**src/hw/pcfg_defs.svh**
```systemverilog
// register offsets, field positions and reset values of the port block
`ifndef PCFG_DEFS_SVH
`define PCFG_DEFS_SVH
`define PCFG_OFF_LATCH0 4'h0
`define PCFG_OFF_LATCH1 4'h1
`define PCFG_OFF_LATCH2 4'h2
`define PCFG_OFF_MODE_A0 4'h3
`define PCFG_OFF_MODE_B0 4'h4
`define PCFG_OFF_MODE_A1 4'h5
`define PCFG_OFF_MODE_B1 4'h6
`define PCFG_OFF_MODE_A2 4'h7
`define PCFG_OFF_MODE_B2 4'h8
`define PCFG_OFF_KEY_EN 4'h9
`define PCFG_OFF_AUX 4'hA
`define PCFG_OFF_PIN0 4'hB
`define PCFG_OFF_PIN1 4'hC
`define PCFG_OFF_PIN2 4'hD
`define PCFG_AUX_KEY_IE 0
`define PCFG_AUX_KEY_FLAG 1
`define PCFG_P2M_CLK_OUT 2
`define PCFG_P2M_T0_TOG 3
`define PCFG_P2M_T1_TOG 4
`define PCFG_P2M_SCHMITT0 5
`define PCFG_MODE_RST 8'h00
`define PCFG_LATCH_RST 8'hFF
`define PCFG_STRONG_CYC 2'h2
`define PCFG_P2_PRESENT 8'h03
`endif

```
**src/hw/pcfg_pkg.sv**
```systemverilog
// types of the port configuration block
package pcfg_pkg;
  typedef enum logic [1:0] {
    PCFG_QUASI = 2'h0,
    PCFG_PUSH_PULL = 2'h1,
    PCFG_INPUT_ONLY = 2'h2,
    PCFG_OPEN_DRAIN = 2'h3
  } pcfg_mode_t;
  typedef logic [2:0][7:0] pcfg_port_t;
endpackage : pcfg_pkg

```
**src/hw/pcfg_port.sv**
```systemverilog
// port drive configuration, pull-up sequencing and keypad wake logic
// Behaviour
// - two mode bits per pin: 00 quasi, 01 push-pull, 10 input only, 11 open drain
// - after reset every configurable pin is quasi-bidirectional
// - quasi mode: very weak pull-up on whenever latch is one
// - quasi mode: weak pull-up on only while latch and sensed pin are one
// - quasi latch rising 0 to 1 gives strong pull-up for exactly two clocks
// - open drain: no pull-ups, pull-down only while latch is zero
// - push-pull: strong pull-up while latch one, pull-down while latch zero
// - port 1 bits 2 and 3 are always open drain, inputs when latched one
// - port 1 bit 5 is input only, usable only with internal reset selected
// - crystal oscillator selected disables port 2 bits 0 and 1 entirely
// - port reset level follows reset-level config bit; high pins are quasi
// - per-port TTL or Schmitt select; port 1 bits 2, 3, 5 always Schmitt
// - spare port 2 mode register one bits: Schmitt, timer toggles, clock out
// - each port 0 pin has its own keypad enable bit
// - any enabled port 0 pin low sets keypad flag; interrupt if enabled
// - keypad interrupt wakes the CPU from idle and power down
`timescale 1ns/10ps
`default_nettype none
`include "pcfg_defs.svh"
module pcfg_port
  import pcfg_pkg::*;
(
  input wire logic ref_clk,
  input wire logic rst,
  input wire logic [3:0] reg_addr,
  input wire logic [7:0] reg_wdata,
  input wire logic reg_we,
  input wire logic reg_re,
  output logic [7:0] reg_rdata,
  input wire logic reset_level_high_select,
  input wire logic crystal_osc_select,
  input wire logic internal_reset_select,
  input wire pcfg_port_t pin_in,
  output pcfg_port_t pin_out,
  output pcfg_port_t pin_oe_n,
  output pcfg_port_t very_weak_pu,
  output pcfg_port_t weak_pu,
  output pcfg_port_t strong_pu,
  output pcfg_port_t pull_dn,
  output pcfg_port_t schmitt_sel,
  output logic timer0_toggle_enable,
  output logic timer1_toggle_enable,
  output logic clock_output_enable,
  output logic keypad_irq,
  output logic keypad_wake
);
  pcfg_port_t latch_q, latch_d;
  pcfg_port_t port_mode_select_a, port_mode_select_b;
  pcfg_port_t sync1_q, sync2_q, pin_rd;
  pcfg_port_t strong_hit;
  logic [7:0] keypad_pin_enable_reg;
  logic [7:0] auxiliary_control_one;
  logic [7:0] rdata_q;
  logic keypad_flag, key_ie, key_hit, flag_clr;
  logic level_loaded_q;
  logic [2:0][7:0] present;

  assign present = {`PCFG_P2_PRESENT, 8'hFF, 8'hFF};

  // latch write path; reset-level strap caught in the first clock after release
  always_comb begin
    latch_d = latch_q;
    if (!level_loaded_q) begin
      latch_d = reset_level_high_select ? {3{8'hFF}} : {3{8'h00}};
    end else if (reg_we) begin
      case (reg_addr)
        `PCFG_OFF_LATCH0: latch_d[0] = reg_wdata;
        `PCFG_OFF_LATCH1: latch_d[1] = reg_wdata;
        `PCFG_OFF_LATCH2: latch_d[2] = reg_wdata;
        default: latch_d = latch_q;
      endcase
    end
  end

  always_ff @(posedge ref_clk or posedge rst) begin
    if (rst) begin
      latch_q <= {3{`PCFG_LATCH_RST}};
      level_loaded_q <= 1'b0;
    end else begin
      latch_q <= latch_d;
      level_loaded_q <= 1'b1;
    end
  end

  // mode registers; zero means quasi-bidirectional
  always_ff @(posedge ref_clk or posedge rst) begin
    if (rst) begin
      port_mode_select_a <= {3{`PCFG_MODE_RST}};
      port_mode_select_b <= {3{`PCFG_MODE_RST}};
      keypad_pin_enable_reg <= 8'h00;
    end else if (reg_we) begin
      case (reg_addr)
        `PCFG_OFF_MODE_A0: port_mode_select_a[0] <= reg_wdata;
        `PCFG_OFF_MODE_B0: port_mode_select_b[0] <= reg_wdata;
        `PCFG_OFF_MODE_A1: port_mode_select_a[1] <= reg_wdata;
        `PCFG_OFF_MODE_B1: port_mode_select_b[1] <= reg_wdata;
        `PCFG_OFF_MODE_A2: port_mode_select_a[2] <= reg_wdata;
        `PCFG_OFF_MODE_B2: port_mode_select_b[2] <= reg_wdata;
        `PCFG_OFF_KEY_EN: keypad_pin_enable_reg <= reg_wdata;
        default: ;
      endcase
    end
  end

  assign clock_output_enable = port_mode_select_a[2][`PCFG_P2M_CLK_OUT];
  assign timer0_toggle_enable = port_mode_select_a[2][`PCFG_P2M_T0_TOG];
  assign timer1_toggle_enable = port_mode_select_a[2][`PCFG_P2M_T1_TOG];

  // pins are asynchronous to the core; two flops before any use
  always_ff @(posedge ref_clk or posedge rst) begin
    if (rst) begin
      sync1_q <= {3{8'h00}};
      sync2_q <= {3{8'h00}};
    end else begin
      sync1_q <= pin_in;
      sync2_q <= sync1_q;
    end
  end

  genvar gp, gb;
  generate
    for (gp = 0; gp < 3; gp++) begin : g_port
      for (gb = 0; gb < 8; gb++) begin : g_bit
        pcfg_mode_t mode;
        logic fixed_od, fixed_in, lost, drv_ok;
        logic [1:0] strong_cnt_q;
        logic rise;
        assign fixed_od = (gp == 1) && (gb == 2 || gb == 3);
        assign fixed_in = (gp == 1) && (gb == 5);
        assign lost = (gp == 2) && (gb < 2) && crystal_osc_select;
        assign drv_ok = present[gp][gb] && !lost && !fixed_in;
        always_comb begin
          if (fixed_od) begin
            mode = PCFG_OPEN_DRAIN;
          end else begin
            mode = pcfg_mode_t'({port_mode_select_a[gp][gb],
                                 port_mode_select_b[gp][gb]});
          end
        end
        assign rise = !latch_q[gp][gb] && latch_d[gp][gb] && mode == PCFG_QUASI;
        // counter reloads on each new rise, so a quick 1-0-1 still gets 2 clocks
        always_ff @(posedge ref_clk or posedge rst) begin
          if (rst) begin
            strong_cnt_q <= 2'h0;
          end else if (rise) begin
            strong_cnt_q <= `PCFG_STRONG_CYC;
          end else if (strong_cnt_q != 2'h0) begin
            strong_cnt_q <= strong_cnt_q - 2'h1;
          end
        end
        assign strong_hit[gp][gb] = strong_cnt_q != 2'h0 && mode == PCFG_QUASI;
        assign very_weak_pu[gp][gb] = drv_ok && mode == PCFG_QUASI
                                      && latch_q[gp][gb];
        assign weak_pu[gp][gb] = drv_ok && mode == PCFG_QUASI && latch_q[gp][gb]
                                 && sync2_q[gp][gb];
        assign strong_pu[gp][gb] = drv_ok && ((mode == PCFG_PUSH_PULL && latch_q[gp][gb])
                                   || (strong_hit[gp][gb] && latch_q[gp][gb]));
        assign pull_dn[gp][gb] = drv_ok && mode != PCFG_INPUT_ONLY
                                 && !latch_q[gp][gb];
        assign pin_out[gp][gb] = !pull_dn[gp][gb];
        assign pin_oe_n[gp][gb] = !(pull_dn[gp][gb] || strong_pu[gp][gb]);
        assign pin_rd[gp][gb] = present[gp][gb] && !lost
                                && !(fixed_in && !internal_reset_select)
                                && sync2_q[gp][gb];
        assign schmitt_sel[gp][gb] = fixed_od || fixed_in
                                     || port_mode_select_a[2][`PCFG_P2M_SCHMITT0 + gp];
      end
    end
  endgenerate

  // keypad flag: set has priority over a software clear in the same cycle
  assign key_hit = |(keypad_pin_enable_reg & ~sync2_q[0]);
  assign flag_clr = reg_we && reg_addr == `PCFG_OFF_AUX
                    && !reg_wdata[`PCFG_AUX_KEY_FLAG];
  always_ff @(posedge ref_clk or posedge rst) begin
    if (rst) begin
      keypad_flag <= 1'b0;
      key_ie <= 1'b0;
    end else begin
      if (key_hit) begin
        keypad_flag <= 1'b1;
      end else if (flag_clr) begin
        keypad_flag <= 1'b0;
      end
      if (reg_we && reg_addr == `PCFG_OFF_AUX) begin
        key_ie <= reg_wdata[`PCFG_AUX_KEY_IE];
      end
    end
  end
  assign keypad_irq = keypad_flag && key_ie;
  // the pin path runs through the synchroniser and the keypad_flag flop, both on ref_clk; wake is the level request
  assign keypad_wake = keypad_irq;

  always_comb begin
    auxiliary_control_one = 8'h00;
    auxiliary_control_one[`PCFG_AUX_KEY_IE] = key_ie;
    auxiliary_control_one[`PCFG_AUX_KEY_FLAG] = keypad_flag;
  end

  always_ff @(posedge ref_clk or posedge rst) begin
    if (rst) begin
      rdata_q <= 8'h00;
    end else if (reg_re) begin
      case (reg_addr)
        `PCFG_OFF_LATCH0: rdata_q <= latch_q[0];
        `PCFG_OFF_LATCH1: rdata_q <= latch_q[1];
        `PCFG_OFF_LATCH2: rdata_q <= latch_q[2];
        `PCFG_OFF_MODE_A0: rdata_q <= port_mode_select_a[0];
        `PCFG_OFF_MODE_B0: rdata_q <= port_mode_select_b[0];
        `PCFG_OFF_MODE_A1: rdata_q <= port_mode_select_a[1];
        `PCFG_OFF_MODE_B1: rdata_q <= port_mode_select_b[1];
        `PCFG_OFF_MODE_A2: rdata_q <= port_mode_select_a[2];
        `PCFG_OFF_MODE_B2: rdata_q <= port_mode_select_b[2];
        `PCFG_OFF_KEY_EN: rdata_q <= keypad_pin_enable_reg;
        `PCFG_OFF_AUX: rdata_q <= auxiliary_control_one;
        `PCFG_OFF_PIN0: rdata_q <= pin_rd[0];
        `PCFG_OFF_PIN1: rdata_q <= pin_rd[1];
        `PCFG_OFF_PIN2: rdata_q <= pin_rd[2];
        default: rdata_q <= 8'h00;
      endcase
    end else begin
      rdata_q <= 8'h00;
    end
  end
  assign reg_rdata = rdata_q;
endmodule : pcfg_port
`default_nettype wire

```
**config.mk**
```make
export PLATFORM = sky130hd
export DESIGN_NAME = pcfg_port
export DESIGN_NICKNAME = d
export VERILOG_FILES = /design/src/hw/pcfg_pkg.sv /design/src/hw/pcfg_port.sv
export VERILOG_INCLUDE_DIRS = /design/src /design/src/hw
export SDC_FILE = /design/constraint.sdc
export NUM_CORES = 1
export LEC_CHECK = 0
export ABC_AREA = 1
export ABC_CLOCK_PERIOD_IN_PS = 8100
export BUFFER_PORTS_ARGS = -buffer_cell sky130_fd_sc_hd__buf_2
export CAP_MARGIN = 20
export CORE_ASPECT_RATIO = 0.75
export CORE_MARGIN = 2
export CORE_UTILIZATION = 57
export CTS_BUF_LIST = sky130_fd_sc_hd__clkbuf_8 sky130_fd_sc_hd__clkbuf_16
export CTS_CLUSTER_DIAMETER = 150
export DETAILED_ROUTE_END_ITERATION = 8
export PLACE_DENSITY = 0.85
export SLEW_MARGIN = 5
export SYNTH_ARGS = -nofsm -noshare
export SYNTH_HDL_FRONTEND = slang
export SYNTH_SLANG_ARGS = --single-unit
export TNS_END_PERCENT = 1
```
**constraint.sdc**
```tcl
create_clock -name ref_clk -period 8.1 [get_ports ref_clk]
set_clock_uncertainty 0.15 [all_clocks]
set_input_delay 1.62 -clock ref_clk [delete_from_list [all_inputs] [get_ports ref_clk]]
set_output_delay 1.62 -clock ref_clk [all_outputs]
set_load 0.02 [all_outputs]
```
==> results.json, run 1 <==
{
  "hold_class": "register to register",
  "hold_buffers": 0,
  "p_seq_share_pct": 39.3,
  "netlist_area_um2": 8370,
  "finalNetCount": 1276,
  "die_area_um2": 15700,
  "area.growth.synth_to_final_pct": 14.8,
  "irDropWorstVdd_mv": 0.182,
  "placed_cell_area_um2": 8980,
  "powerDensity_nw_per_um2": 292,
  "yosys.cell_types.count": 28,
  "final.fill_count": 1173,
  "drive_gt1_share_pct": 19.4,
  "start_util_pct": 58.1,
  "drtPass1Iterations": 9,
  "core_um2": 14400,
  "whs_ns": 0.191,
  "finalSetupViolations": 0,
  "grt_pass1_wl_um": 34700,
  "period_needed_ns": 4.05,
  "wl_um": 22200,
  "crit_required_ns": 6.33,
  "swShare_pct": 36.9,
  "grt_max_degree": 97,
  "slew_headroom_pct": 27.4,
  "crit_path_max_fanout": 5,
  "drtAntennaViolNets": 0,
  "clock-sinks": 157,
  "p_clk_share_pct": 29.5,
  "clockBufferDepth": 2,
  "multiInputGateArea_um2": 3350,
  "register_area_um2": 3960,
  "clk_latency_ns": 0.43,
  "via_count": 7584,
  "num_rows": 38,
  "combPwrFrac_pct": 31.2,
  "numCtsBuffers": 17,
  "fmax_mhz": 247,
  "synth_seq_cells": 157,
  "fin_area_um2": 9600,
  "syn_avg_cell_area_um2": 7.75,
  "htree_levels": 4,
  "clkTransAtPathRegs_ns": 0.06,
  "path_class": "input port to output port",
  "grt_usage_pct": 29.3,
  "gp_congestion": 0.973,
  "worst_pin_slew_ns": 1.09,
  "drt-wirelength-per-cell_um": 15.5,
  "ys_warn_count": 0,
  "vias_per_cell": 5.29,
  "intPower_w": 0.00177,
  "p_switching_w": 0.00103,
  "port_buffers": 166,
  "startpoint_type": "input port",
  "die_w_um": 144,
  "die_y_um": 109,
  "grt_setup_unrepaired": "no",
  "tns_ns": 0,
  "post-route-period-util_pct": 50.0,
  "pin_count": 224,
  "first_iter_violations": 693,
  "slew_viol_final": 0,
  "hold_violations": 0,
  "cts_setup_buffers": 0,
  "drv_cap": 0,
  "synth_sequential_area_ratio_pct": 47.3,
  "cts_root_buf": "clkbuf_16",
  "grt.overflow.total": 0,
  "status": "finished clean",
  "antenna_found_initial": 2,
  "cp.arrival_ns": 2.28,
  "worstSetupEndpointType": "output port",
  "drc": 0,
  "tritoncts": "yes",
  "largest_register_ffs": 38,
  "grt_pass1_vias": 6721,
  "dp_hpwl_um": 15300,
  "postSynthCellCount": 1080,
  "cellLeakagePower_nw": 5.43,
  "cts_resized": 0
}
==> power groups by stage <==
stage	clock, W	combinational [W]	sequential [W]
floorplan	0	0.000694	0.00107
global placement	0	0.000828	0.00110
detailed placement	0	0.000870	0.00111
CTS	0.000829	0.000879	0.00110
global route	0.000867	0.00100	0.00112
finish	0.000827	0.000875	0.00110
==> stage by stage <==
stage | instances | total power (W) | util [%] | worst slack, ns
floorplan | 1130 | 0.00177 | - | 2.13
global placement | 1399 | 0.00193 | 62.4 | 4.06
detailed placement | 1399 | 0.00198 | 62.4 | 4.05
CTS | 1431 | 0.00280 | 66.6 | 4.05
global route | 1432 | 0.00299 | 66.6 | 3.96
finish | 1433 | 0.00280 | 66.7 | 4.05
==> synthesized netlist by cell type, drive strengths merged <==
cell      n  share of area [%]
dfrtp   133                 40
inv     150                6.7
a21oi    18                1.1
nor3     21                1.3
nand4    12               0.90
a211oi    2               0.18
clkinv    1              0.045
or2       3               0.22
o21ai   103                6.2
clkbuf   10               0.45
buf      90                7.7
nor2     98                4.8
nor3b    11               0.99
xor2     15                1.6
o22ai     2               0.15
ha       15                2.2
dfstp    24                7.5
nand2   282                 13
o211ai    2               0.18
conb      2              0.090
nand3    86                5.2
==> worst max-delay path, cell delays in order <==
cell,delay [ns]
buf_2,0.13
nor3_1,0.30
inv_1,0.07
buf_2,0.16
==> placed cells by master, fill, tap and decap left out, types with 3 or more instances in the layout <==
cell        count
nor2_1         90
bufinv_16       3
dfstp_2        24
buf_2         166
buf_4           3
ha_1           15
xor2_1         15
o21ai_0       103
nand2_1       280
nor2_2          4
nand3_1        85
clkbuf_8        3
a21oi_1        18
nand4_1        12
nor3b_1        11
conb_1         52
inv_1         150
nor3_1         21
clkinvlp_4      3
clkbuf_16      17
nor2_4          4
dfrtp_1       133
or2_2           3
==> path summary, 6_finish.rpt <==
path | start | to | slack (ns) | cells after the start
min in group asynchronous | rst | g_port[0].g_bit[7].mode[1] | 1.22 | 2
max in group asynchronous | rst | g_port[0].g_bit[2].mode[1] | 5.33 | 3
min reg2reg | sync1_q[3] | pin_rd[3] | 0.19 | 0
max | crystal_osc_select | pin_out[16] | 4.05 | 4
min | sync1_q[3] | pin_rd[3] | 0.19 | 0
max reg2reg | level_loaded_q | g_port[1].g_bit[6].strong_cnt_q[1] | 5.37 | 5
==> layout make-up <==
cell class                      count  share of cell area, %
Inverter                          151                   5.95
Antenna cell                        2                 0.0521
Timing Repair Buffer              169                   8.88
Clock buffer                       20                   4.86
Sequential cell                   157                   41.2
Multi-Input combinational cell    722                   34.9
Tap cell                          200                   2.61
Clock inverter                     12                   1.54
==> cell families after synthesis <==
kind of cell | share of synthesized area [%]
compound gates | 7.75
xor+xnor | 1.57
fa+ha+maj | 2.24
buf+inv | 15.0
flops | 47.3
other cells | 0.0897
simple gates | 26.1
==> layer usage <==
metal | GRT usage, % | share of wire [%]
met1 | 40.7 | 41
met2 | 42.8 | 42
met3 | 10.5 | 14
met4 | 9.52 | 2.2
met5 | 3.95 | 0
Power figures use the tool's default switching activity.
==> inputs of run 2 (changes only) <==
Settings changed: ABC_CLOCK_PERIOD_IN_PS 8100 to 4200, CORE_UTILIZATION 57 to 53, PLACE_DENSITY 0.85 to 0.79.
Clock period 8.1 ns to 4.2 ns, I/O delays scaled along.
==> results.json, run 2 (synthesis results as in run 1) <==
{
  "status": "finished clean",
  "via_count": 7412,
  "dp_hpwl_um": 15500,
  "largest_register_ffs": 38,
  "fin_area_um2": 9640,
  "crit_path_max_fanout": 4,
  "wl_um": 21900,
  "port_buffers": 166,
  "grt_usage_pct": 27.0,
  "antenna_cells": 0,
  "startpoint_type": "register",
  "antenna_found_initial": 2,
  "cellLeakagePower_nw": 5.44,
  "cts_root_buf": "clkbuf_16",
  "vias_per_cell": 5.15,
  "fmax_mhz": 363,
  "num_rows": 39,
  "die_y_um": 113,
  "clkTransAtPathRegs_ns": 0.06,
  "htree_levels": 4,
  "drt-wirelength-per-cell_um": 15.2,
  "slew_headroom_pct": 26.0,
  "grt.overflow.total": 0,
  "hold_buffers": 0,
  "finalNetCount": 1279,
  "final_common_cell": "nand2_1",
  "tritoncts": "yes",
  "period_needed_ns": 2.75,
  "grt_pass1_wl_um": 34600,
  "grt_pass1_vias": 6701,
  "tns_ns": 0,
  "irDropWorstVdd_mv": 0.362,
  "drtAntennaViolNets": 0,
  "drtPass1Iterations": 6,
  "worstSetupEndpointType": "output port",
  "die_w_um": 149,
  "cp.arrival_ns": 1.76,
  "crit_required_ns": 3.21,
  "clockBufferDepth": 2,
  "placed_cell_area_um2": 9020,
  "hold_class": "register to register",
  "pin_count": 224,
  "slew_viol_final": 0,
  "drc": 0,
  "area.growth.synth_to_final_pct": 15.1,
  "clk_latency_ns": 0.43,
  "worst_pin_slew_ns": 1.11,
  "numCtsBuffers": 17,
  "grt_max_degree": 93,
  "first_iter_violations": 723,
  "die_area_um2": 16800,
  "drive_gt1_share_pct": 19.6,
  "core_um2": 15300,
  "post-route-period-util_pct": 65.5,
  "finalSetupViolations": 0,
  "grt_setup_unrepaired": "no",
  "gp_congestion": 0.926,
  "final.fill_count": 1330,
  "start_util_pct": 54.6,
  "drv_cap": 0,
  "cts_setup_buffers": 0,
  "layout_common_cells": "280 x nand2_1, 166 x buf_2, 150 x inv_1",
  "clock-sinks": 157,
  "cts_resized": 0,
  "hold_violations": 0,
  "powerDensity_nw_per_um2": 560,
  "path_class": "register to output port"
}
-- run 2: cell count changes in the layout (fill, tap and decap cells not counted), sizes merged --
cell	change
diode	-2
clkinv	-1
clkinvlp	+1
buf	+3
-- run 2: worst paths after layout --
check                          startpoint                                  to  slack, ns  cells after the start
setup / recovery              latch_q[12]                        pin_oe_n[12]       1.45                      5
hold / removal                 sync1_q[3]                           pin_rd[3]       0.20                      0
setup reg to reg           level_loaded_q  g_port[2].g_bit[1].strong_cnt_q[1]       2.29                      5
hold reg to reg                sync1_q[3]                           pin_rd[3]       0.20                      0
max in group asynchronous             rst                         latch_q[17]       2.61                      3
min in group asynchronous             rst                          sync1_q[6]       0.37                      2
-- run 2: cell type report --
class,instances,area [um2],area share [%]
timing repair buffer,172,888,9.22
clock inverter,12,144,1.49
clock buffer,20,467,4.84
multi-input combinational,722,3350,34.8
inverter,151,571,5.92
sequential,157,3960,41.1
tap,205,256,2.66
-- run 2: stage by stage --
step / setup WS (ns) / utilization, % / hold WS [ns] / std cells / total power [W]
final: 1.45 / 62.9 / 0.195 / 1439 / 0.00540
after global routing: 1.35 / 62.9 / 0.201 / 1439 / 0.00577
after CTS: 1.45 / 62.9 / 0.197 / 1439 / 0.00541
after detailed placement: 1.49 / 58.9 / 0.185 / 1407 / 0.00382
after global placement: 1.52 / 58.9 / 0.182 / 1407 / 0.00373
after floorplan: 1.24 / - / 0.181 / 1130 / 0.00341
-- run 2: where the power goes --
group          switching (W)  total (W)  internal (W)
registers           0.000265    0.00211       0.00185
logic                0.00111    0.00170      0.000594
clock network       0.000609    0.00159      0.000976
-- run 2: per-layer routing --
metal  wire [um]  vias to the layer above  part of all wire (%)  track usage, %
met2        9240                      356                    42            39.1
met1        9910                     3453                    45            39.0
met4         432                        4                   2.0            8.13
met3        2310                       38                    11            8.59
met5          25                        -                  0.11               0
li1            -                     3561                     -               -
-- run 2: worst max-delay path, stage by stage (launching register included) --
cell and delay [ns]:
dfstp_2 0.57, inv_1 0.07, or2_2 0.32, o21ai_0 0.18, inv_1 0.05, buf_2 0.15
